$ cat src/rtl/tat_consts.svh
`ifndef TAT_CONSTS_SVH
`define TAT_CONSTS_SVH
// register byte offsets
`define TAT_OFF_TEMP  8'h00
`define TAT_OFF_CFG   8'h04
`define TAT_OFF_LOW   8'h08
`define TAT_OFF_HIGH  8'h0C
`define TAT_OFF_STAT  8'h10
// configuration bit positions
`define TAT_CFG_PD    0
`define TAT_CFG_MODE  1
`define TAT_CFG_INV   2
`define TAT_CFG_FQLO  3
`define TAT_CFG_FQHI  4
`define TAT_CFG_TR    7
// reset values
`define TAT_CFG_RST   8'h00
`define TAT_TEMP_RST  16'h0000
`define TAT_LOW_RST   16'h4B00
`define TAT_HIGH_RST  16'h5000
// sample keeps 12 significant bits, low nibble zero
`define TAT_TEMP_MASK 16'hFFF0
// fault queue lengths per setting
`define TAT_FQ_0      3'h1
`define TAT_FQ_1      3'h2
`define TAT_FQ_2      3'h4
`define TAT_FQ_3      3'h6
`define TAT_FQ_MAX    3'h6
// one-shot interrupt pulse timing
`define TAT_CLK_MHZ   200
`define TAT_PULSE_NS  100
`define TAT_PULSE_CYC ((`TAT_PULSE_NS * `TAT_CLK_MHZ) / 1000)
// bus responses
`define TAT_RESP_OK   2'h0
`define TAT_RESP_ERR  2'h2
`endif

$ cat src/rtl/tat_pkg.sv
package tat_pkg;
    // kind of a limit event
    typedef enum logic {KIND_HI, KIND_LO} tat_kind_e;
    // bus master to slave
    typedef struct packed {
        logic        awvalid;
        logic [7:0]  awaddr;
        logic        wvalid;
        logic [31:0] wdata;
        logic [3:0]  wstrb;
        logic        bready;
        logic        arvalid;
        logic [7:0]  araddr;
        logic        rready;
    } tat_axi_req_s;
    // slave to bus master
    typedef struct packed {
        logic        awready;
        logic        wready;
        logic        bvalid;
        logic [1:0]  bresp;
        logic        arready;
        logic        rvalid;
        logic [31:0] rdata;
        logic [1:0]  rresp;
    } tat_axi_rsp_s;
    // converter result strobe
    typedef struct packed {
        logic        valid;
        logic [15:0] data;
    } tat_sample_s;
endpackage

$ cat src/rtl/tat_thermostat.sv
// Added by the designer: the AXI4-Lite interface to the registers and the placing of the registers.
`timescale 1ns/1ps
`include "tat_consts.svh"
// Overview of operation
// - compare each stored sample against both limits
// - alarm active low, polarity bit makes high
// - mode bit picks comparator or interrupt
// - fault when at/above upper or at/below lower
// - queue field selects 1, 2, 4, 6
// - count faults, valid when queue reached
// - non-fault sample zeroes fault counter
// - comparator: set on upper, clear on lower
// - comparator ignores reads, writes, shutdown
// - interrupt-to-comparator keeps active alarm
// - general call clears alarm and config
// - interrupt: cleared by read, alert answer, shutdown
// - interrupt events alternate upper and lower
// - first interrupt event must be upper
// - comparator-to-interrupt keeps alarm until cleared
// - shutdown stops conversions, clear resumes
// - shutdown entry clears alarm in interrupt only
// - fault counter survives shutdown
// - shutdown exit asserts pending opposite event
// - trigger in shutdown runs one conversion
// - one-shot: comparator sets/clears, interrupt pulses
// - samples 16-bit signed, left aligned
module tat_thermostat (
    // clock and reset
    input  wire logic                  aclk,
    input  wire logic                  aresetn,
    // register bus
    input  wire tat_pkg::tat_axi_req_s axi_req,
    output tat_pkg::tat_axi_rsp_s      axi_rsp,
    // converter
    output logic                       conv_req,
    input  wire tat_pkg::tat_sample_s  conv_in,
    // serial engine events
    input  wire logic                  ara_answered,
    input  wire logic                  gcall_reset,
    // alarm pin
    output logic                       alert_pin
);
    import tat_pkg::*;

    localparam logic [4:0] PULSE_CYC = 5'(`TAT_PULSE_CYC);

    // software visible state
    logic [7:0]   cfg_reg;        // configuration bits
    logic [15:0]  low_reg;        // lower limit
    logic [15:0]  high_reg;       // upper limit
    logic [15:0]  temp_reg;       // last stored sample
    // bus slave state
    logic         aw_hold_reg;    // write address captured
    logic [7:0]   awaddr_reg;     // captured write address
    logic         w_hold_reg;     // write data captured
    logic [31:0]  wdata_reg;      // captured write data
    logic [3:0]   wstrb_reg;      // captured strobes
    logic         bvalid_reg;     // write answer pending
    logic [1:0]   bresp_reg;      // write answer code
    logic         rvalid_reg;     // read answer pending
    logic [31:0]  rdata_reg;      // read answer data
    logic [1:0]   rresp_reg;      // read answer code
    // thermostat state
    logic [2:0]   cnt_reg;        // consecutive fault count
    logic         vld_reg;        // a valid condition stands
    tat_kind_e    vld_kind_reg;   // kind of that condition
    logic         act_reg;        // alarm latched active
    tat_kind_e    expect_reg;     // next interrupt event kind
    logic [4:0]   pulse_reg;      // one-shot pulse cycles left
    logic         pd_prev_reg;    // shutdown bit last cycle
    logic         mode_prev_reg;  // mode bit last cycle
    logic         alert_reg;      // pin level

    // decoded controls
    logic         pd_on;          // shutdown selected
    logic         int_mode;       // interrupt mode selected
    logic         pd_enter;       // shutdown just entered
    logic         pd_exit;        // shutdown just left
    logic         mode_chg;       // mode bit flipped
    logic [2:0]   qlen;           // queue length
    // sample evaluation
    logic [15:0]  smp;            // masked sample
    logic         take;           // sample accepted
    logic         is_hi;          // at or above upper
    logic         is_lo;          // at or below lower
    tat_kind_e    kind;           // kind of this sample
    logic [2:0]   cnt_inc;        // count after this fault
    logic         valid_now;      // valid fault this cycle
    logic         oneshot;        // sample taken in shutdown
    logic         int_hit;        // interrupt event fires
    logic         exit_hit;       // pending event on exit
    // bus decode
    logic         wr_do;          // write performed
    logic         rd_do;          // read accepted
    logic         rd_hit;         // read of a mapped register
    logic         wr_cfg;         // write to configuration
    logic [31:0]  rdata_next;     // read mux
    logic         rd_map;         // read address mapped
    logic         wr_map;         // write address mapped

    // byte-lane merge into a 16-bit register
    function automatic logic [15:0] merge16(
        input logic [15:0] old,
        input logic [31:0] data,
        input logic [3:0]  strb
    );
        logic [15:0] res;
        res = old;
        if (strb[0])
        begin
            res[7:0] = data[7:0];
        end
        if (strb[1])
        begin
            res[15:8] = data[15:8];
        end
        return res;
    endfunction

    // control decode
    assign pd_on    = cfg_reg[`TAT_CFG_PD];
    assign int_mode = cfg_reg[`TAT_CFG_MODE];
    assign pd_enter = pd_on & ~pd_prev_reg;
    assign pd_exit  = ~pd_on & pd_prev_reg;
    assign mode_chg = int_mode != mode_prev_reg;

    // queue length select
    always_comb
    begin
        case ({cfg_reg[`TAT_CFG_FQHI], cfg_reg[`TAT_CFG_FQLO]})
            2'h0:    qlen = `TAT_FQ_0;
            2'h1:    qlen = `TAT_FQ_1;
            2'h2:    qlen = `TAT_FQ_2;
            2'h3:    qlen = `TAT_FQ_3;
            default: qlen = `TAT_FQ_0;
        endcase
    end

    // converter runs free unless shut down; one-shot overrides
    assign conv_req = ~pd_on | cfg_reg[`TAT_CFG_TR];
    assign take     = conv_in.valid & conv_req;
    assign oneshot  = take & pd_on;
    assign smp      = conv_in.data & `TAT_TEMP_MASK;

    // limit compare, both signed; upper wins a tie of kinds
    assign is_hi = $signed(smp) >= $signed(high_reg);
    assign is_lo = $signed(smp) <= $signed(low_reg);
    assign kind  = is_hi ? KIND_HI : KIND_LO;

    // count saturates at the longest queue so it never wraps
    assign cnt_inc   = (cnt_reg >= `TAT_FQ_MAX) ? `TAT_FQ_MAX : cnt_reg + 3'h1;
    assign valid_now = take & (is_hi | is_lo) & (cnt_inc >= qlen);

    // interrupt events must match the expected kind
    assign int_hit  = valid_now & (kind == expect_reg);
    assign exit_hit = pd_exit & vld_reg & (vld_kind_reg == expect_reg);

    // stored sample
    always_ff @(posedge aclk)
    begin
        if (!aresetn)
        begin
            temp_reg <= `TAT_TEMP_RST;
        end
        else if (take)
        begin
            temp_reg <= smp;
        end
    end

    // fault counter; kept through shutdown and general call
    always_ff @(posedge aclk)
    begin
        if (!aresetn)
        begin
            cnt_reg <= 3'h0;
        end
        else if (take)
        begin
            if (is_hi | is_lo)
            begin
                cnt_reg <= cnt_inc;
            end
            else
            begin
                cnt_reg <= 3'h0;
            end
        end
    end

    // standing valid condition, looked at on shutdown exit
    always_ff @(posedge aclk)
    begin
        if (!aresetn)
        begin
            vld_reg      <= 1'b0;
            vld_kind_reg <= KIND_HI;
        end
        else if (take)
        begin
            vld_reg      <= valid_now;
            vld_kind_reg <= kind;
        end
    end

    // edge trackers for shutdown and mode
    always_ff @(posedge aclk)
    begin
        if (!aresetn)
        begin
            pd_prev_reg   <= 1'b0;
            mode_prev_reg <= 1'b0;
        end
        else
        begin
            pd_prev_reg   <= pd_on;
            mode_prev_reg <= int_mode;
        end
    end

    // latched alarm
    always_ff @(posedge aclk)
    begin
        if (!aresetn || gcall_reset)
        begin
            act_reg <= 1'b0;
        end
        else if (!int_mode)
        begin
            // comparator: only valid conditions move it
            if (valid_now)
            begin
                act_reg <= (kind == KIND_HI);
            end
        end
        else if ((int_hit && !oneshot) || exit_hit)
        begin
            act_reg <= 1'b1;
        end
        else if (rd_hit || ara_answered || pd_enter)
        begin
            act_reg <= 1'b0;
        end
    end

    // expected interrupt event kind
    always_ff @(posedge aclk)
    begin
        if (!aresetn || gcall_reset || mode_chg)
        begin
            expect_reg <= KIND_HI;
        end
        else if (int_mode && (int_hit || exit_hit))
        begin
            expect_reg <= (expect_reg == KIND_HI) ? KIND_LO : KIND_HI;
        end
    end

    // one-shot interrupt pulse
    always_ff @(posedge aclk)
    begin
        if (!aresetn || gcall_reset)
        begin
            pulse_reg <= 5'h0;
        end
        else if (int_mode && int_hit && oneshot)
        begin
            pulse_reg <= PULSE_CYC;
        end
        else if (pulse_reg != 5'h0)
        begin
            pulse_reg <= pulse_reg - 5'h1;
        end
    end

    // pin level, registered; inactive high after reset
    always_ff @(posedge aclk)
    begin
        if (!aresetn)
        begin
            alert_reg <= 1'b1;
        end
        else if (cfg_reg[`TAT_CFG_INV])
        begin
            alert_reg <= act_reg | (pulse_reg != 5'h0);
        end
        else
        begin
            alert_reg <= ~(act_reg | (pulse_reg != 5'h0));
        end
    end
    assign alert_pin = alert_reg;

    // bus decode
    assign wr_do  = aw_hold_reg & w_hold_reg & ~bvalid_reg;
    assign wr_map = (awaddr_reg == `TAT_OFF_TEMP) | (awaddr_reg == `TAT_OFF_CFG)
                  | (awaddr_reg == `TAT_OFF_LOW) | (awaddr_reg == `TAT_OFF_HIGH)
                  | (awaddr_reg == `TAT_OFF_STAT);
    assign wr_cfg = wr_do & (awaddr_reg == `TAT_OFF_CFG);
    assign rd_do  = axi_req.arvalid & ~rvalid_reg;
    assign rd_hit = rd_do & rd_map;

    // configuration: general call restores defaults
    always_ff @(posedge aclk)
    begin
        if (!aresetn || gcall_reset)
        begin
            cfg_reg <= `TAT_CFG_RST;
        end
        else if (wr_cfg && wstrb_reg[0])
        begin
            cfg_reg <= wdata_reg[7:0];
            // trigger only takes hold while shut down
            cfg_reg[`TAT_CFG_TR] <= wdata_reg[`TAT_CFG_TR] & wdata_reg[`TAT_CFG_PD];
        end
        else if (oneshot)
        begin
            cfg_reg[`TAT_CFG_TR] <= 1'b0;
        end
    end

    // limit registers
    always_ff @(posedge aclk)
    begin
        if (!aresetn)
        begin
            low_reg  <= `TAT_LOW_RST;
            high_reg <= `TAT_HIGH_RST;
        end
        else if (wr_do && awaddr_reg == `TAT_OFF_LOW)
        begin
            low_reg <= merge16(low_reg, wdata_reg, wstrb_reg);
        end
        else if (wr_do && awaddr_reg == `TAT_OFF_HIGH)
        begin
            high_reg <= merge16(high_reg, wdata_reg, wstrb_reg);
        end
    end

    // write channels, taken in either order
    always_ff @(posedge aclk)
    begin
        if (!aresetn)
        begin
            aw_hold_reg <= 1'b0;
            awaddr_reg  <= 8'h00;
            w_hold_reg  <= 1'b0;
            wdata_reg   <= 32'h0000_0000;
            wstrb_reg   <= 4'h0;
        end
        else
        begin
            if (axi_req.awvalid && axi_rsp.awready)
            begin
                aw_hold_reg <= 1'b1;
                awaddr_reg  <= {axi_req.awaddr[7:2], 2'h0};
            end
            else if (wr_do)
            begin
                aw_hold_reg <= 1'b0;
            end
            if (axi_req.wvalid && axi_rsp.wready)
            begin
                w_hold_reg <= 1'b1;
                wdata_reg  <= axi_req.wdata;
                wstrb_reg  <= axi_req.wstrb;
            end
            else if (wr_do)
            begin
                w_hold_reg <= 1'b0;
            end
        end
    end

    // write answer; unmapped gives an error
    always_ff @(posedge aclk)
    begin
        if (!aresetn)
        begin
            bvalid_reg <= 1'b0;
            bresp_reg  <= `TAT_RESP_OK;
        end
        else if (wr_do)
        begin
            bvalid_reg <= 1'b1;
            bresp_reg  <= wr_map ? `TAT_RESP_OK : `TAT_RESP_ERR;
        end
        else if (axi_req.bready)
        begin
            bvalid_reg <= 1'b0;
        end
    end

    // read mux; reserved bits read zero
    always_comb
    begin
        rd_map     = 1'b1;
        rdata_next = 32'h0000_0000;
        case ({axi_req.araddr[7:2], 2'h0})
            `TAT_OFF_TEMP: rdata_next[15:0] = temp_reg;
            `TAT_OFF_CFG:  rdata_next[7:0]  = cfg_reg;
            `TAT_OFF_LOW:  rdata_next[15:0] = low_reg;
            `TAT_OFF_HIGH: rdata_next[15:0] = high_reg;
            `TAT_OFF_STAT: rdata_next[7:0]  = {alert_reg, expect_reg, vld_kind_reg,
                                               vld_reg, cnt_reg, act_reg};
            default:       rd_map = 1'b0;
        endcase
    end

    // read answer, one cycle after the address is taken
    always_ff @(posedge aclk)
    begin
        if (!aresetn)
        begin
            rvalid_reg <= 1'b0;
            rdata_reg  <= 32'h0000_0000;
            rresp_reg  <= `TAT_RESP_OK;
        end
        else if (rd_do)
        begin
            rvalid_reg <= 1'b1;
            rdata_reg  <= rdata_next;
            rresp_reg  <= rd_map ? `TAT_RESP_OK : `TAT_RESP_ERR;
        end
        else if (axi_req.rready)
        begin
            rvalid_reg <= 1'b0;
        end
    end

    // bus outputs; readies block while an answer waits
    always_comb
    begin
        axi_rsp.awready = ~aw_hold_reg & ~bvalid_reg;
        axi_rsp.wready  = ~w_hold_reg & ~bvalid_reg;
        axi_rsp.bvalid  = bvalid_reg;
        axi_rsp.bresp   = bresp_reg;
        axi_rsp.arready = ~rvalid_reg;
        axi_rsp.rvalid  = rvalid_reg;
        axi_rsp.rdata   = rdata_reg;
        axi_rsp.rresp   = rresp_reg;
    end
endmodule

$ cat config.mk
export PLATFORM = sky130hd
export DESIGN_NAME = tat_thermostat
export DESIGN_NICKNAME = d
export VERILOG_FILES = /design/src/rtl/tat_pkg.sv /design/src/rtl/tat_thermostat.sv
export VERILOG_INCLUDE_DIRS = /design/src /design/src/rtl
export SDC_FILE = /design/constraint.sdc
export NUM_CORES = 1
export LEC_CHECK = 0
export BUFFER_PORTS_ARGS = -buffer_cell sky130_fd_sc_hd__buf_2
export CAP_MARGIN = 25
export CORE_UTILIZATION = 55
export DETAILED_ROUTE_END_ITERATION = 16
export PLACE_DENSITY = 0.89
export RECOVER_POWER = 50
export SLEW_MARGIN = 10
export SYNTH_ARGS = -nofsm -noshare
export SYNTH_HDL_FRONTEND = slang
export SYNTH_SLANG_ARGS = --single-unit
$ cat constraint.sdc
create_clock -name aclk -period 3.6 [get_ports aclk]
set_clock_uncertainty 0.1 [all_clocks]
set_input_delay 0.72 -clock aclk [delete_from_list [all_inputs] [get_ports aclk]]
set_output_delay 0.72 -clock aclk [all_outputs]
set_load 0.05 [all_outputs]
* Word level (Yosys, flattened, before mapping)
Index checks and enable logic that the tools add are counted.
Cells by class: add/subtract/negate cells 2, $lt $le $gt $ge 4, equality and inequality tests 15, multiplexer cells 26, bitwise gates (word level) 32, reductions and logical operators 35
Operators by type and width (count):
- $pmux 8 s5 | 1
- $eq 6x2->1 const B | 4
- $pmux 8 s3 | 1
- $and 1x1->1 | 17
- $mux 1 | 17
- $ge 16x16->1 | 1
- $le 16x16->1 | 1
- $reduce_bool 2->1 | 7
- $eq 6x1->1 const B | 2
- $eq 6x3->1 const B | 2
- $pmux 3 s4 | 1
- $mux 5 | 2
- $logic_and 1x1->1 | 9
- $logic_not 8->1 | 1
- $not 1->1 | 8
- $or 1x1->1 | 7
- $logic_not 6->1 | 1
- $logic_or 1x1->1 | 6
- $mux 3 | 2
- $reduce_and 2->1 | 3
- $reduce_and 3->1 | 2
- $reduce_bool 5->1 | 1
- $reduce_or 5->1 | 1
- $sub 5x1->5 const B | 1
- other kinds (12) | 16
Storage, ports and cells: register bits after elaboration 115, input bits 78, output and inout bits 43, logic and storage cells 141

* Logic depth before layout (Yosys ltp)
Gate-level depths: netlist of run 1.
word-level depth 10, gate-level depth with buffers 12, depth with buffers taken out 12

* Worst setup path after synthesis of run 1
No wires, ideal clock.
path type input -> register, start point input conv_in[5] in the netlist's numbering, end point register pulse_reg[4], setup time 115 ps, arrival time 2463 ps, data required time 3385 ps, path slack 923 ps, stages on the path 8, path through ha_1 a21oi_1 o21ai_1 a2111oi_2 mux2i_1 o31ai_2 and3_4 o21ba_1
Between the ends: word-level cells in the longest chain between the ends 8, elaborated cells on any way between the ends 12, those cells by class order compare: 2; eq/ne: 1; mux: 2; bitwise: 4; reduce/logical: 3
RTL lines:
- start: declaration | RTL line tat_thermostat.sv:36 | input wire tat_pkg::tat_sample_s conv_in,
- $ge 16x16->1 / $le 16x16->1 (equally long branches) | RTL line tat_thermostat.sv:146, tat_thermostat.sv:147
- $or 1x1->1 | RTL line tat_thermostat.sv:152 | assign valid_now = take & (is_hi | is_lo) & (cnt_inc >= qlen);
- $and 1x1->1 (2 in a row) | RTL line tat_thermostat.sv:152
- $and 1x1->1 * | RTL line tat_thermostat.sv:155 | assign int_hit = valid_now & (kind == expect_reg);
- $logic_and 1x1->1 * (2 in a row) | RTL line tat_thermostat.sv:266 | else if (int_mode && int_hit && oneshot)
- $mux 5 / $reduce_bool 2->1 (equally long branches)
- end signal: assignment | RTL line tat_thermostat.sv:272 | pulse_reg <= pulse_reg - 5'h1;
- end: declaration | RTL line tat_thermostat.sv:69 | logic [4:0] pulse_reg;
Mark *: on every way between the ends. The rest lies on a longest branch, timed or not. A chain may end at the register's enable or synchronous reset.

* Worst setup path in the final report of run 1
start point register cnt_reg[0], end point register expect_reg
Between the ends: word-level cells in the longest chain between the ends 7, elaborated cells on any way between the ends 8, those cells by class add/sub: 1; order compare: 2; mux: 1; bitwise: 2; reduce/logical: 2
RTL lines:
- start: declaration | RTL line tat_thermostat.sv:64 | logic [2:0] cnt_reg;
- start signal: assignment | RTL line tat_thermostat.sv:182 | cnt_reg <= cnt_inc;
- $add 3x1->3 / $ge 3x3->1 (equally long branches)
- $mux 3 * | RTL line tat_thermostat.sv:151 | assign cnt_inc = (cnt_reg >= `TAT_FQ_MAX) ? `TAT_FQ_MAX : cnt_reg + 3'h1;
- $ge 3x3->1 * | RTL line tat_thermostat.sv:152
- $and 1x1->1 * | RTL line tat_thermostat.sv:152
- $and 1x1->1 * | RTL line tat_thermostat.sv:155
- $logic_or 1x1->1 * | RTL line tat_thermostat.sv:253 | else if (int_mode && (int_hit || exit_hit))
- $logic_and 1x1->1 * | RTL line tat_thermostat.sv:253
- end signal: assignment | RTL line tat_thermostat.sv:255 | expect_reg <= (expect_reg == KIND_HI) ? KIND_LO : KIND_HI;
- end: declaration | RTL line tat_thermostat.sv:68 | tat_kind_e expect_reg;
Marks and branches as above.

==> flow_metrics.py, run 1 <==
metrics = {
    "run_status": {
        "outcome": "finished with violations",
        "violations": "max-capacitance violations, max-slew violations",
    },
    "grt": {
        "use_met1": 0.3379,
        "grt.total_usage": 0.2845,
        "antenna_found_initial": 0,
        "grt_pass1_vias": 5086,
        "grt_max_degree": 99,
        "gr-total-overflow": 0,
        "gr-usage-met3": 0.07268,
        "grt_pass1_wl_um": 24570,
        "grt_busiest_layer": "met2",
        "use_met2": 0.4757,
    },
    "yosys": {
        "synth_cell_type_count": 55,
        "synth-edff-count": 0,
        "synth-seq-area-share": 0.3951,
        "netlist_area_sq_um": 5725,
        "syn_area_per_cell_sq_um": 8.597,
        "syn_inst": 666,
        "synthArstFlopShare": 0,
        "yosys_warnings": 0,
        "synth_seq_cells": 113,
        "ys.flop_type": "dfxtp_1",
    },
    "placement": {
        "placed_area_sq_um": 6095,
        "io_buffers": 76,
        "dp.cells": 848,
        "dp_hpwl_um": 10490,
        "gp_congestion": 0.9286,
    },
    "sta": {
        "rsz0062_at_grt": "false",
        "slew_viol_final": 99,
        "final-hold-violation-count": 0,
        "relSlewSlack": -0.02504,
        "period_minus_slack_ns": 2.961,
        "tightestPinTransition_ns": 1.538,
        "setup_viol": 0,
        "final.period_utilization": 0.8225,
        "tns_ns": 0,
        "max_freq_mhz": 337.7,
        "whs_ns": 0.3605,
    },
    "clocking": {
        "cts.repair.resized": 0,
        "cts_tree": "yes",
        "cts_buffers": 17,
        "cts_root_buffer": "clkbuf_8",
        "post_cts_buffers": 0,
        "cts_num_sinks": 113,
        "h-tree-depth": 4,
        "insertion_delay_ns": 0.51,
        "clkTransAtPathRegs_ns": 0.06,
        "ctsHoldBuffers": 0,
        "clk_path_buf_depth": 2,
    },
    "floorplan": {
        "fp.dieArea_sq_um": 10820,
        "core-area_sq_um": 9910,
        "ioPinCount": 121,
        "fp.dieH_um": 104.0,
        "die_w_um": 104.0,
        "initial_utilization": 0.5778,
        "rows": 36,
    },
    "worst_setup_path": {
        "cp_max_fo": 4,
        "arrival_ns": 3.26,
        "start_kind": "flip-flop",
        "cp.required_ns": 3.90,
        "worstSetupPathType": "flip-flop to flip-flop",
        "end_kind": "flip-flop",
        "reg2reg_depth": 12,
    },
    "detailed_routing": {
        "drc": 0,
        "antenna_left": 0,
        "via_per_inst": 5.791,
        "drtIter0Drc": 532,
        "drt-total-wl_um": 14960,
        "firstDrtPassIters": 6,
        "dr_total_vias": 5096,
        "wire_per_inst_um": 17.00,
    },
    "job": {
        "maxCapViolations": 1,
    },
    "cells_and_area": {
        "final_cells": 880,
        "areaGrowthSynthToFinish_pct": 16.85,
        "post-route-util": 0.6751,
        "finalInstanceArea_sq_um": 6690,
        "drive_above_1_share": 0.1325,
        "fin_nets": 843,
        "fillers": 749,
        "diodes": 0,
    },
    "power_and_ir_drop": {
        "ir_drop_v": 0.0003200,
        "leakagePower_nw": 2.696,
        "cellPowerDensity_nw_per_um2": 544.5,
    },
    "hold_path": {
        "hold_class": "input port to flip-flop",
        "hold_depth": 3,
    },
}
[cells in the mapped netlist, types with 5 or more instances]
library cell / number / area (sq um)
nand3_1: 6 / 30.03
nor2b_1: 41 / 256.5
a21oi_1: 32 / 160.2
a21boi_0: 42 / 315.3
nand2_1: 125 / 469.2
o21ai_0: 25 / 125.1
dfxtp_1: 113 / 2262
ha_1: 31 / 387.9
buf_4: 21 / 157.7
buf_2: 5 / 25.02
nand2b_1: 6 / 37.54
mux2i_1: 34 / 340.3
inv_1: 36 / 135.1
clkbuf_1: 21 / 78.83
nor3_1: 10 / 50.05
a222oi_1: 8 / 80.08
and2_1: 17 / 106.4
a22oi_1: 13 / 97.59
o211ai_1: 6 / 45.04
nor2_1: 17 / 63.81
[power by group]
group	leakage [nW]	total, mW	switching (mW)	internal (mW)
Clock	0.292	1.75	0.591	1.16
Sequential	0.919	1.37	0.0575	1.31
Combinational	1.49	0.526	0.332	0.194
Total	2.70	3.64	0.980	2.66
[stage by stage]
step | setup slack [ns] | total power [mW]
detailed placement | 0.4832 | 1.906
CTS | 0.6628 | 3.640
global route | 0.4455 | 3.782
finish | 0.6389 | 3.643
global placement | 0.6122 | 1.873
floorplan | 0.9227 | 1.790
[critical path, cell delays in order (launching register included)]
cell and delay (ns):
dfxtp_1 0.41, inv_1 0.10, ha_1 0.20, o21ai_0 0.34, nand2_1 0.10, ha_1 0.29
nand2b_1 0.14, a21o_1 0.17, a21o_1 0.18, and2_1 0.17, a21boi_0 0.25, o22ai_1 0.12
a32o_1 0.27
[cell usage in the layout, fill, tap and decap left out, types with 3 or more instances in the layout]
cell / instances
nand2_1: 125
dfxtp_1: 113
buf_2: 53
a21boi_0: 42
nor2b_1: 41
inv_1: 36
mux2i_1: 34
a21oi_1: 32
ha_1: 31
o21ai_0: 25
clkbuf_1: 23
conb_1: 18
nor2_1: 17
clkbuf_16: 16
and2_1: 15
a22oi_1: 13
nor3_1: 10
a222oi_1: 8
nand2b_1: 6
o211ai_1: 6
nand3_1: 6
clkinvlp_4: 5
xnor2_1: 4
and3_1: 4
a21o_1: 4
bufinv_16: 4
buf_4: 4
a31oi_1: 3
nor4_1: 3
clkbuf_8: 3
[area by class of cell]
class	count	area, sq um	share of cell area
multi-input cells	485	3113	0.4653
well taps	133	166.4	0.02487
clock buffers	19	441.7	0.06602
flip-flops and latches	113	2262	0.3381
clock inverters	13	185.2	0.02768
inverters	36	135.1	0.02020
repair buffers	81	386.6	0.05779
[layer usage]
layer | up-vias | wire (um)
met5 | - | 0
met4 | 0 | 534
met3 | 59 | 1305
met2 | 285 | 7127
met1 | 2363 | 5992
li1 | 2389 | -
[worst paths after layout]
path               startpoint       endpoint  slack [ns]
setup / recovery   cnt_reg[0]     expect_reg        0.64
setup reg to reg   cnt_reg[0]     expect_reg        0.64
hold reg to reg   temp_reg[8]    temp_reg[8]        0.36
hold / removal    axi_req[25]  wdata_reg[10]        0.36
[logic make-up (layout without fill, tap and decap cells)]
family / count (synthesis) / count (layout) / synth area share
AND/OR/NAND/NOR: 249 / 249 / 0.2198
AO/OA/AOI/OAI: 149 / 149 / 0.1788
flip-flops: 113 / 113 / 0.3951
buffers and inverters: 85 / 149 / 0.07233
multiplexers: 34 / 34 / 0.05944
adder cells (fa/ha/maj): 31 / 31 / 0.06774
XOR/XNOR: 4 / 4 / 0.006118
other: 1 / 18 / 0.0006550
Note: power is estimated with default switching activity, not from simulation.
==> run 2: changes to the inputs <==
--- a/config.mk
+++ b/config.mk
@@ -6,11 +6,12 @@
 export SDC_FILE = /design/constraint.sdc
 export NUM_CORES = 1
 export LEC_CHECK = 0
+export ABC_AREA = 1
 export BUFFER_PORTS_ARGS = -buffer_cell sky130_fd_sc_hd__buf_2
 export CAP_MARGIN = 25
-export CORE_UTILIZATION = 55
+export CORE_UTILIZATION = 49
 export DETAILED_ROUTE_END_ITERATION = 16
-export PLACE_DENSITY = 0.89
+export PLACE_DENSITY = 0.85
 export RECOVER_POWER = 50
 export SLEW_MARGIN = 10
 export SYNTH_ARGS = -nofsm -noshare
==> constraint.sdc (replaced) <==
create_clock -name aclk -period 2.4 [get_ports aclk]
set_clock_uncertainty 0.1 [all_clocks]
set_input_delay 0.48 -clock aclk [delete_from_list [all_inputs] [get_ports aclk]]
set_output_delay 0.48 -clock aclk [all_outputs]
set_load 0.05 [all_outputs]
==> run 2 against run 1 <==
The flow now finishes without violations. First-iteration DRC count down 4.7%. Global-route usage down 3.7 points. Worst hold slack worse by 0.25 ns. Critical path depth up 2. Sequential power up 50%. Die area up 7.3%. Design area up 0.97%. Routed wire length down 5.6%. Setup slack worse by 0.60 ns. Synthesized cell count up 12%. Sequential share of layout area down 0.27 points. Utilization down 5.5 points. Critical path type unchanged.
==> flow_metrics.py, run 2 <==
metrics = {
    "clocking": {
        "clk_path_buf_depth": 2,
        "insertion_delay_ns": 0.52,
        "cts_tree": "yes",
        "cts_buffers": 17,
        "h-tree-depth": 4,
        "cts_root_buffer": "clkbuf_8",
        "cts_num_sinks": 113,
        "clkTransAtPathRegs_ns": 0.06,
    },
    "yosys": {
        "syn_inst": 745,
        "synthArstFlopShare": 0,
        "syn_area_per_cell_sq_um": 7.359,
        "ys.flop_type": "dfxtp_1",
        "netlist_area_sq_um": 5483,
        "yosys_warnings": 0,
        "yosysTopAreaCell": "dfxtp_1",
        "synth-seq-area-share": 0.4126,
        "synth_cell_type_count": 40,
        "synth_most_common_cell": "nand2_1",
        "synth_top_area_frac": 0.4126,
        "synth_seq_cells": 113,
        "synth_area_leaders": "dfxtp_1, nand2_1, o21ai_0",
        "synthTopCellsByCount": "nand2_1, dfxtp_1, nor2_1, inv_1, o21ai_0",
        "synth-edff-count": 0,
    },
    "placement": {
        "dp.cells": 955,
        "dp_hpwl_um": 9733,
        "dp_slack_ns": -0.1268,
        "gp_congestion": 0.9481,
        "io_buffers": 76,
    },
    "worst_setup_path": {
        "cp_max_fo": 4,
        "worstSetupPathType": "flip-flop to flip-flop",
        "reg2reg_depth": 14,
        "rr_endpoint": "pulse_reg[3]",
        "start_kind": "flip-flop",
        "reg2reg_slack_ns": 0.04,
        "cp.required_ns": 2.74,
        "rr_startpoint": "high_reg[15]",
        "arrival_ns": 2.70,
        "end_kind": "flip-flop",
    },
    "sta": {
        "setup_slack_ns": 0.04054,
        "whs_ns": 0.1121,
        "relSlewSlack": 0.2400,
        "tightestPinTransition_ns": 1.140,
        "slew_viol_final": 0,
        "period_minus_slack_ns": 2.359,
        "setup_viol": 0,
        "max_freq_mhz": 423.8,
        "final.period_utilization": 0.9831,
        "final-hold-violation-count": 0,
    },
    "cells_and_area": {
        "areaGrowthSynthToFinish_pct": 23.21,
        "final_cell_mix": "nand2_1, dfxtp_1, nor2_1",
        "fillers": 927,
        "seqCellArea_sq_um": 2266,
        "drive_above_1_share": 0.1802,
        "final_common_cell": "nand2_1",
        "fin_nets": 946,
        "final_cells": 989,
        "diodes": 0,
        "multiInputGateArea_sq_um": 2793,
    },
    "grt": {
        "grt_pass1_vias": 4653,
        "grt.total_usage": 0.2475,
        "antenna_found_initial": 0,
        "grt_max_degree": 69,
        "grt_pass1_wl_um": 22140,
        "gr-total-overflow": 0,
    },
    "floorplan": {
        "rows": 38,
        "fp.dieH_um": 107.8,
        "ioPinCount": 121,
        "core-area_sq_um": 10890,
        "fp.dieArea_sq_um": 11620,
        "die_w_um": 107.8,
        "initial_utilization": 0.5036,
    },
    "job": {
        "maxCapViolations": 0,
    },
    "detailed_routing": {
        "drc": 0,
        "antenna_left": 0,
        "drt-total-wl_um": 14120,
        "dr_total_vias": 5316,
        "firstDrtPassIters": 6,
        "drtIter0Drc": 507,
        "wire_per_inst_um": 14.28,
        "via_per_inst": 5.375,
    },
    "run_status": {
        "outcome": "finished, final reports clean",
    },
    "hold_path": {
        "hold_depth": 3,
        "hold_start": "axi_req[24]",
        "hold_class": "input port to flip-flop",
        "hold_end": "wdata_reg[9]",
    },
    "power_and_ir_drop": {
        "ir_drop_v": 0.0003831,
        "leakagePower_nw": 2.988,
        "cellPowerDensity_nw_per_um2": 841.6,
    },
}
## run 2: changes by cell type in the layout (fill, tap and decap cells not counted), moves of 19 or more
cell	before	now
o21ai_0	25	79
a21boi_0	42	0
nor2_1	17	86
inv_1	36	84
a21oi_1	32	76
buf_4	4	23
nor2b_1	41	0
mux2i_1	34	0
## run 2: power by group
group | total [mW] | internal, mW | switching [mW] | leakage (nW)
Combinational | 0.910 | 0.295 | 0.615 | 1.75
Clock | 2.71 | 1.86 | 0.851 | 0.314
Sequential | 2.06 | 1.99 | 0.0727 | 0.923
Total | 5.69 | 4.15 | 1.54 | 2.99
## run 2: layer usage
layer  track usage  part of all wire  vias to the layer above
met5             0                 0                        -
met4        0.1018             0.025                        0
met3       0.06598             0.076                       35
met2        0.3910              0.45                      242
met1        0.3184              0.44                     2425
li1              -                 -                     2614
## run 2: cell type report
cell class	instances	share of cell area
Clock buffer	21	0.06798
Tap cell	140	0.02593
Timing Repair Buffer	101	0.08150
Inverter	88	0.04890
Sequential cell	113	0.3354
Multi-Input combinational cell	516	0.4134
Clock inverter	10	0.02686
## run 2: stage by stage
step | area (sq um) | power, mW | utilization | setup TNS (ns)
after floorplan | 5547 | 2.766 | - | 0
after global placement | 6013 | 2.926 | 0.5523 | -0.1825
after detailed placement | 6013 | 2.966 | 0.5523 | -0.4929
after CTS | 6654 | 5.668 | 0.6111 | 0
after global routing | 6755 | 5.919 | 0.6204 | -0.2534
final | 6755 | 5.685 | 0.6204 | 0
## run 2: worst max-delay path by stage
stage	cells past startpoint	slack [ns]	to	start
5_1_grt	11	-0.1	pulse_reg[3]	cnt_reg[0]
2_1_floorplan	14	0.19	act_reg	cnt_reg[0]
3_3_place_gp	14	-0.05	pulse_reg[3]	conv_in[15]
4_1_cts	14	0.04	pulse_reg[3]	high_reg[15]
3_5_place_dp	16	-0.13	expect_reg	conv_in[15]
6_report	14	0.04	pulse_reg[3]	high_reg[15]
## run 2: worst max-delay path: stages, from the launching register on
cell,delay (ns)
dfxtp_1,0.34
inv_2,0.07
ha_4,0.28
nand2_1,0.09
nor2_2,0.13
inv_1,0.07
nor2_2,0.11
nand2_1,0.10
nand3b_1,0.14
nand2_2,0.11
nor2_4,0.14
nor2_4,0.05
nand4_1,0.18
nand2_2,0.11
a211oi_2,0.24
## run 2: what timing repair did
item,in CTS,in global routing
hold buffers,0,0
setup endpoints to repair,1,7
pin swaps,0,6
gates resized for setup,1,19
setup buffers,0,3
hold endpoints to repair,0,0
## run 2: cells by family (layout without fill, tap and decap cells)
group	count (synthesis)	count (layout)	synth area share
flip-flops	113	113	0.4126
other	1	18	0.0006840
buffers and inverters	133	220	0.1066
AND/OR/NAND/NOR	267	267	0.2042
XOR/XNOR	3	3	0.004793
adder cells (fa/ha/maj)	31	31	0.07074
AO/OA/AOI/OAI	197	197	0.2004
==> run 3: changes to the inputs <==
--- a/config.mk
+++ b/config.mk
@@ -11,8 +11,10 @@
 export CAP_MARGIN = 25
 export CORE_UTILIZATION = 49
 export DETAILED_ROUTE_END_ITERATION = 16
+export HOLD_SLACK_MARGIN = 0.05
 export PLACE_DENSITY = 0.85
 export RECOVER_POWER = 50
+export SETUP_SLACK_MARGIN = 0.15
 export SLEW_MARGIN = 10
 export SYNTH_ARGS = -nofsm -noshare
 export SYNTH_HDL_FRONTEND = slang
==> constraint.sdc (replaced) <==
create_clock -name aclk -period 2.4 [get_ports aclk]
set_clock_uncertainty 0.1 [all_clocks]
set_input_delay 0.12 -clock aclk [delete_from_list [all_inputs] [get_ports aclk]]
set_output_delay 0.12 -clock aclk [all_outputs]
set_load 0.05 [all_outputs]
==> run 3 against run 2 <==
The flow now finishes with violations (negative setup slack). Die area did not move. Clock-buffer cell count rose by 1. Sequential share of layout area fell by 2.9 points. Clock power fell by 6%. Sequential power barely moved. Flip-flop and latch count did not move. Routed wire length rose by 20%. Via count rose by 10%. Worst hold slack got worse by 0.050 ns. Critical path type unchanged.
==> flow_metrics.py, run 3 (synthesized netlist as in run 2, its figures left out) <==
metrics = {
    "run_status": {
        "outcome": "finished with violations",
        "violations": "negative setup slack",
    },
    "floorplan": {
        "core-area_sq_um": 10890,
        "fp.dieArea_sq_um": 11620,
        "rows": 38,
        "die_w_um": 107.8,
        "initial_utilization": 0.5036,
        "ioPinCount": 121,
        "fp.dieH_um": 107.8,
    },
    "cells_and_area": {
        "finalInstanceArea_sq_um": 7450,
        "final_cell_mix": "nand2_1, dfxtp_1, nor2_1",
        "drive_above_1_share": 0.2035,
        "post-route-util": 0.6842,
        "fin_nets": 1000,
        "fillers": 834,
        "diodes": 0,
        "areaGrowthSynthToFinish_pct": 35.87,
        "final_common_cell": "nand2_1",
    },
    "hold_path": {
        "hold_class": "input port to flip-flop",
    },
    "sta": {
        "rsz0062_at_grt": "true",
        "setup_viol": 1,
        "final-hold-violation-count": 0,
        "max_freq_mhz": 415.1,
        "relSlewSlack": 0.5053,
        "setup_slack_ns": -0.009216,
        "slew_viol_final": 0,
        "final.period_utilization": 1.004,
        "whs_ns": 0.06189,
        "tightestPinTransition_ns": 0.7420,
        "period_minus_slack_ns": 2.409,
    },
    "placement": {
        "gp_congestion": 0.8891,
        "placed_area_sq_um": 5953,
        "dp_hpwl_um": 9602,
        "io_buffers": 76,
    },
    "detailed_routing": {
        "wire_per_inst_um": 16.26,
        "antenna_left": 0,
        "dr_total_vias": 5858,
        "via_per_inst": 5.611,
        "drc": 0,
        "drtIter0Drc": 656,
        "firstDrtPassIters": 5,
        "drt-total-wl_um": 16970,
    },
    "worst_setup_path": {
        "start_kind": "flip-flop",
        "worstSetupPathType": "flip-flop to flip-flop",
        "cpMaxStageDelayCell": "dfxtp_1",
        "path_cells": "inv_1 > ha_4 > nand2_2 > nor2_4 > buf_4 > a21oi_4 > nand3b_1 > nand2_4 > nor2_4 > nor2_4 > nand2_4 > nand2_2 > nand2_1 > nand2_1 > nand2_1 > nand2_1 > nor2_2",
        "setup.worst_path.end": "act_reg",
        "cp-startpoint": "high_reg[12]",
        "end_kind": "flip-flop",
        "cp_max_fo": 5,
        "cp.required_ns": 2.71,
        "reg2reg_slack_ns": -0.009,
        "slowest_delay_ns": 0.29,
        "rr_endpoint": "act_reg",
        "crit_top_cell": "nand2_1",
        "rr_startpoint": "high_reg[12]",
        "reg2reg_depth": 17,
        "arrival_ns": 2.72,
    },
    "clocking": {
        "cts_tree": "yes",
        "clk_path_buf_depth": 2,
        "cts_root_buffer": "clkbuf_8",
        "cts_buffers": 17,
        "clkTransAtPathRegs_ns": 0.06,
        "cts_num_sinks": 113,
        "insertion_delay_ns": 0.52,
        "h-tree-depth": 4,
    },
    "power_and_ir_drop": {
        "power.total_mw": 5.672,
        "leakagePower_nw": 3.157,
        "ir_drop_v": 0.0004218,
        "cellPowerDensity_nw_per_um2": 761.4,
    },
    "grt": {
        "grt_pass1_vias": 5467,
        "grt_max_degree": 69,
        "grt_pass1_wl_um": 25470,
        "grt.total_usage": 0.2822,
        "gr-total-overflow": 0,
        "antenna_found_initial": 0,
    },
    "job": {
        "maxCapViolations": 0,
    },
}
==> run 3: timing repair <==
| action | CTS | global route |
|---|---|---|
| hold endpoints to repair | 64 | 0 |
| setup endpoints to repair | 7 | 19 |
| setup buffers | 13 | 4 |
| hold buffers | 48 | 0 |
| gates resized for setup | 30 | 45 |
| pin swaps | 13 | 21 |
==> run 3: stage by stage <==
| step | worst slack (ns) | cells | setup TNS [ns] |
|---|---|---|---|
| after floorplan | 0.1879 | 762 | 0 |
| after global placement | 0.09319 | 947 | 0 |
| after detailed placement | -0.009138 | 947 | -0.009138 |
| after CTS | 0.1513 | 1040 | 0 |
| after global routing | -0.06769 | 1044 | -0.1286 |
| final | -0.009216 | 1044 | -0.009216 |
==> run 3: report_power, final <==
group	leakage, nW	internal [mW]	switching (mW)
logic	1.94	0.385	0.679
registers	0.926	1.99	0.0813
clock network	0.287	1.66	0.883
==> run 3: worst min-delay path by stage <==
| stage | start | endpoint | slack, ns | cells after the start |
|---|---|---|---|---|
| 2_1_floorplan | axi_req[10] | bvalid_reg | 0.18 | 3 |
| 3_3_place_gp | axi_req[24] | wdata_reg[9] | 0.27 | 3 |
| 3_5_place_dp | axi_req[54] | awaddr_reg[6] | 0.28 | 3 |
| 4_1_cts | axi_req[3] | rdata_reg[3] | 0.05 | 6 |
| 5_1_grt | axi_req[8] | rresp_reg[1] | 0.14 | 5 |
| 6_report | axi_req[8] | rresp_reg[1] | 0.06 | 5 |
==> run 3: area by class of cell <==
type | instances | area [sq um] | share of cell area
inverters | 88 | 332.8 | 0.04468
well taps | 140 | 175.2 | 0.02351
flip-flops and latches | 113 | 2282 | 0.3063
clock inverters | 10 | 132.6 | 0.01780
repair buffers | 155 | 1054 | 0.1414
multi-input cells | 516 | 3010 | 0.4041
clock buffers | 22 | 462.9 | 0.06214
==> run 3: metal layers <==
layer	routed length, um	GRT usage	vias to the layer above
met5	0	0	-
met4	557	0.1360	0
met3	1689	0.06598	73
met2	7907	0.4647	412
met1	6819	0.3452	2651
li1	-	-	2722
==> run 3: critical path, delay by kind of cell, from the launching register on <==
| kind | cells | cell delay, ns |
|---|---|---|
| AOI/OAI and AO/OA | 1 | 0.18 |
| adders and majority gates | 1 | 0.25 |
| buffers and inverters | 2 | 0.31 |
| DFF | 1 | 0.29 |
| and+or+nand+nor | 13 | 1.15 |
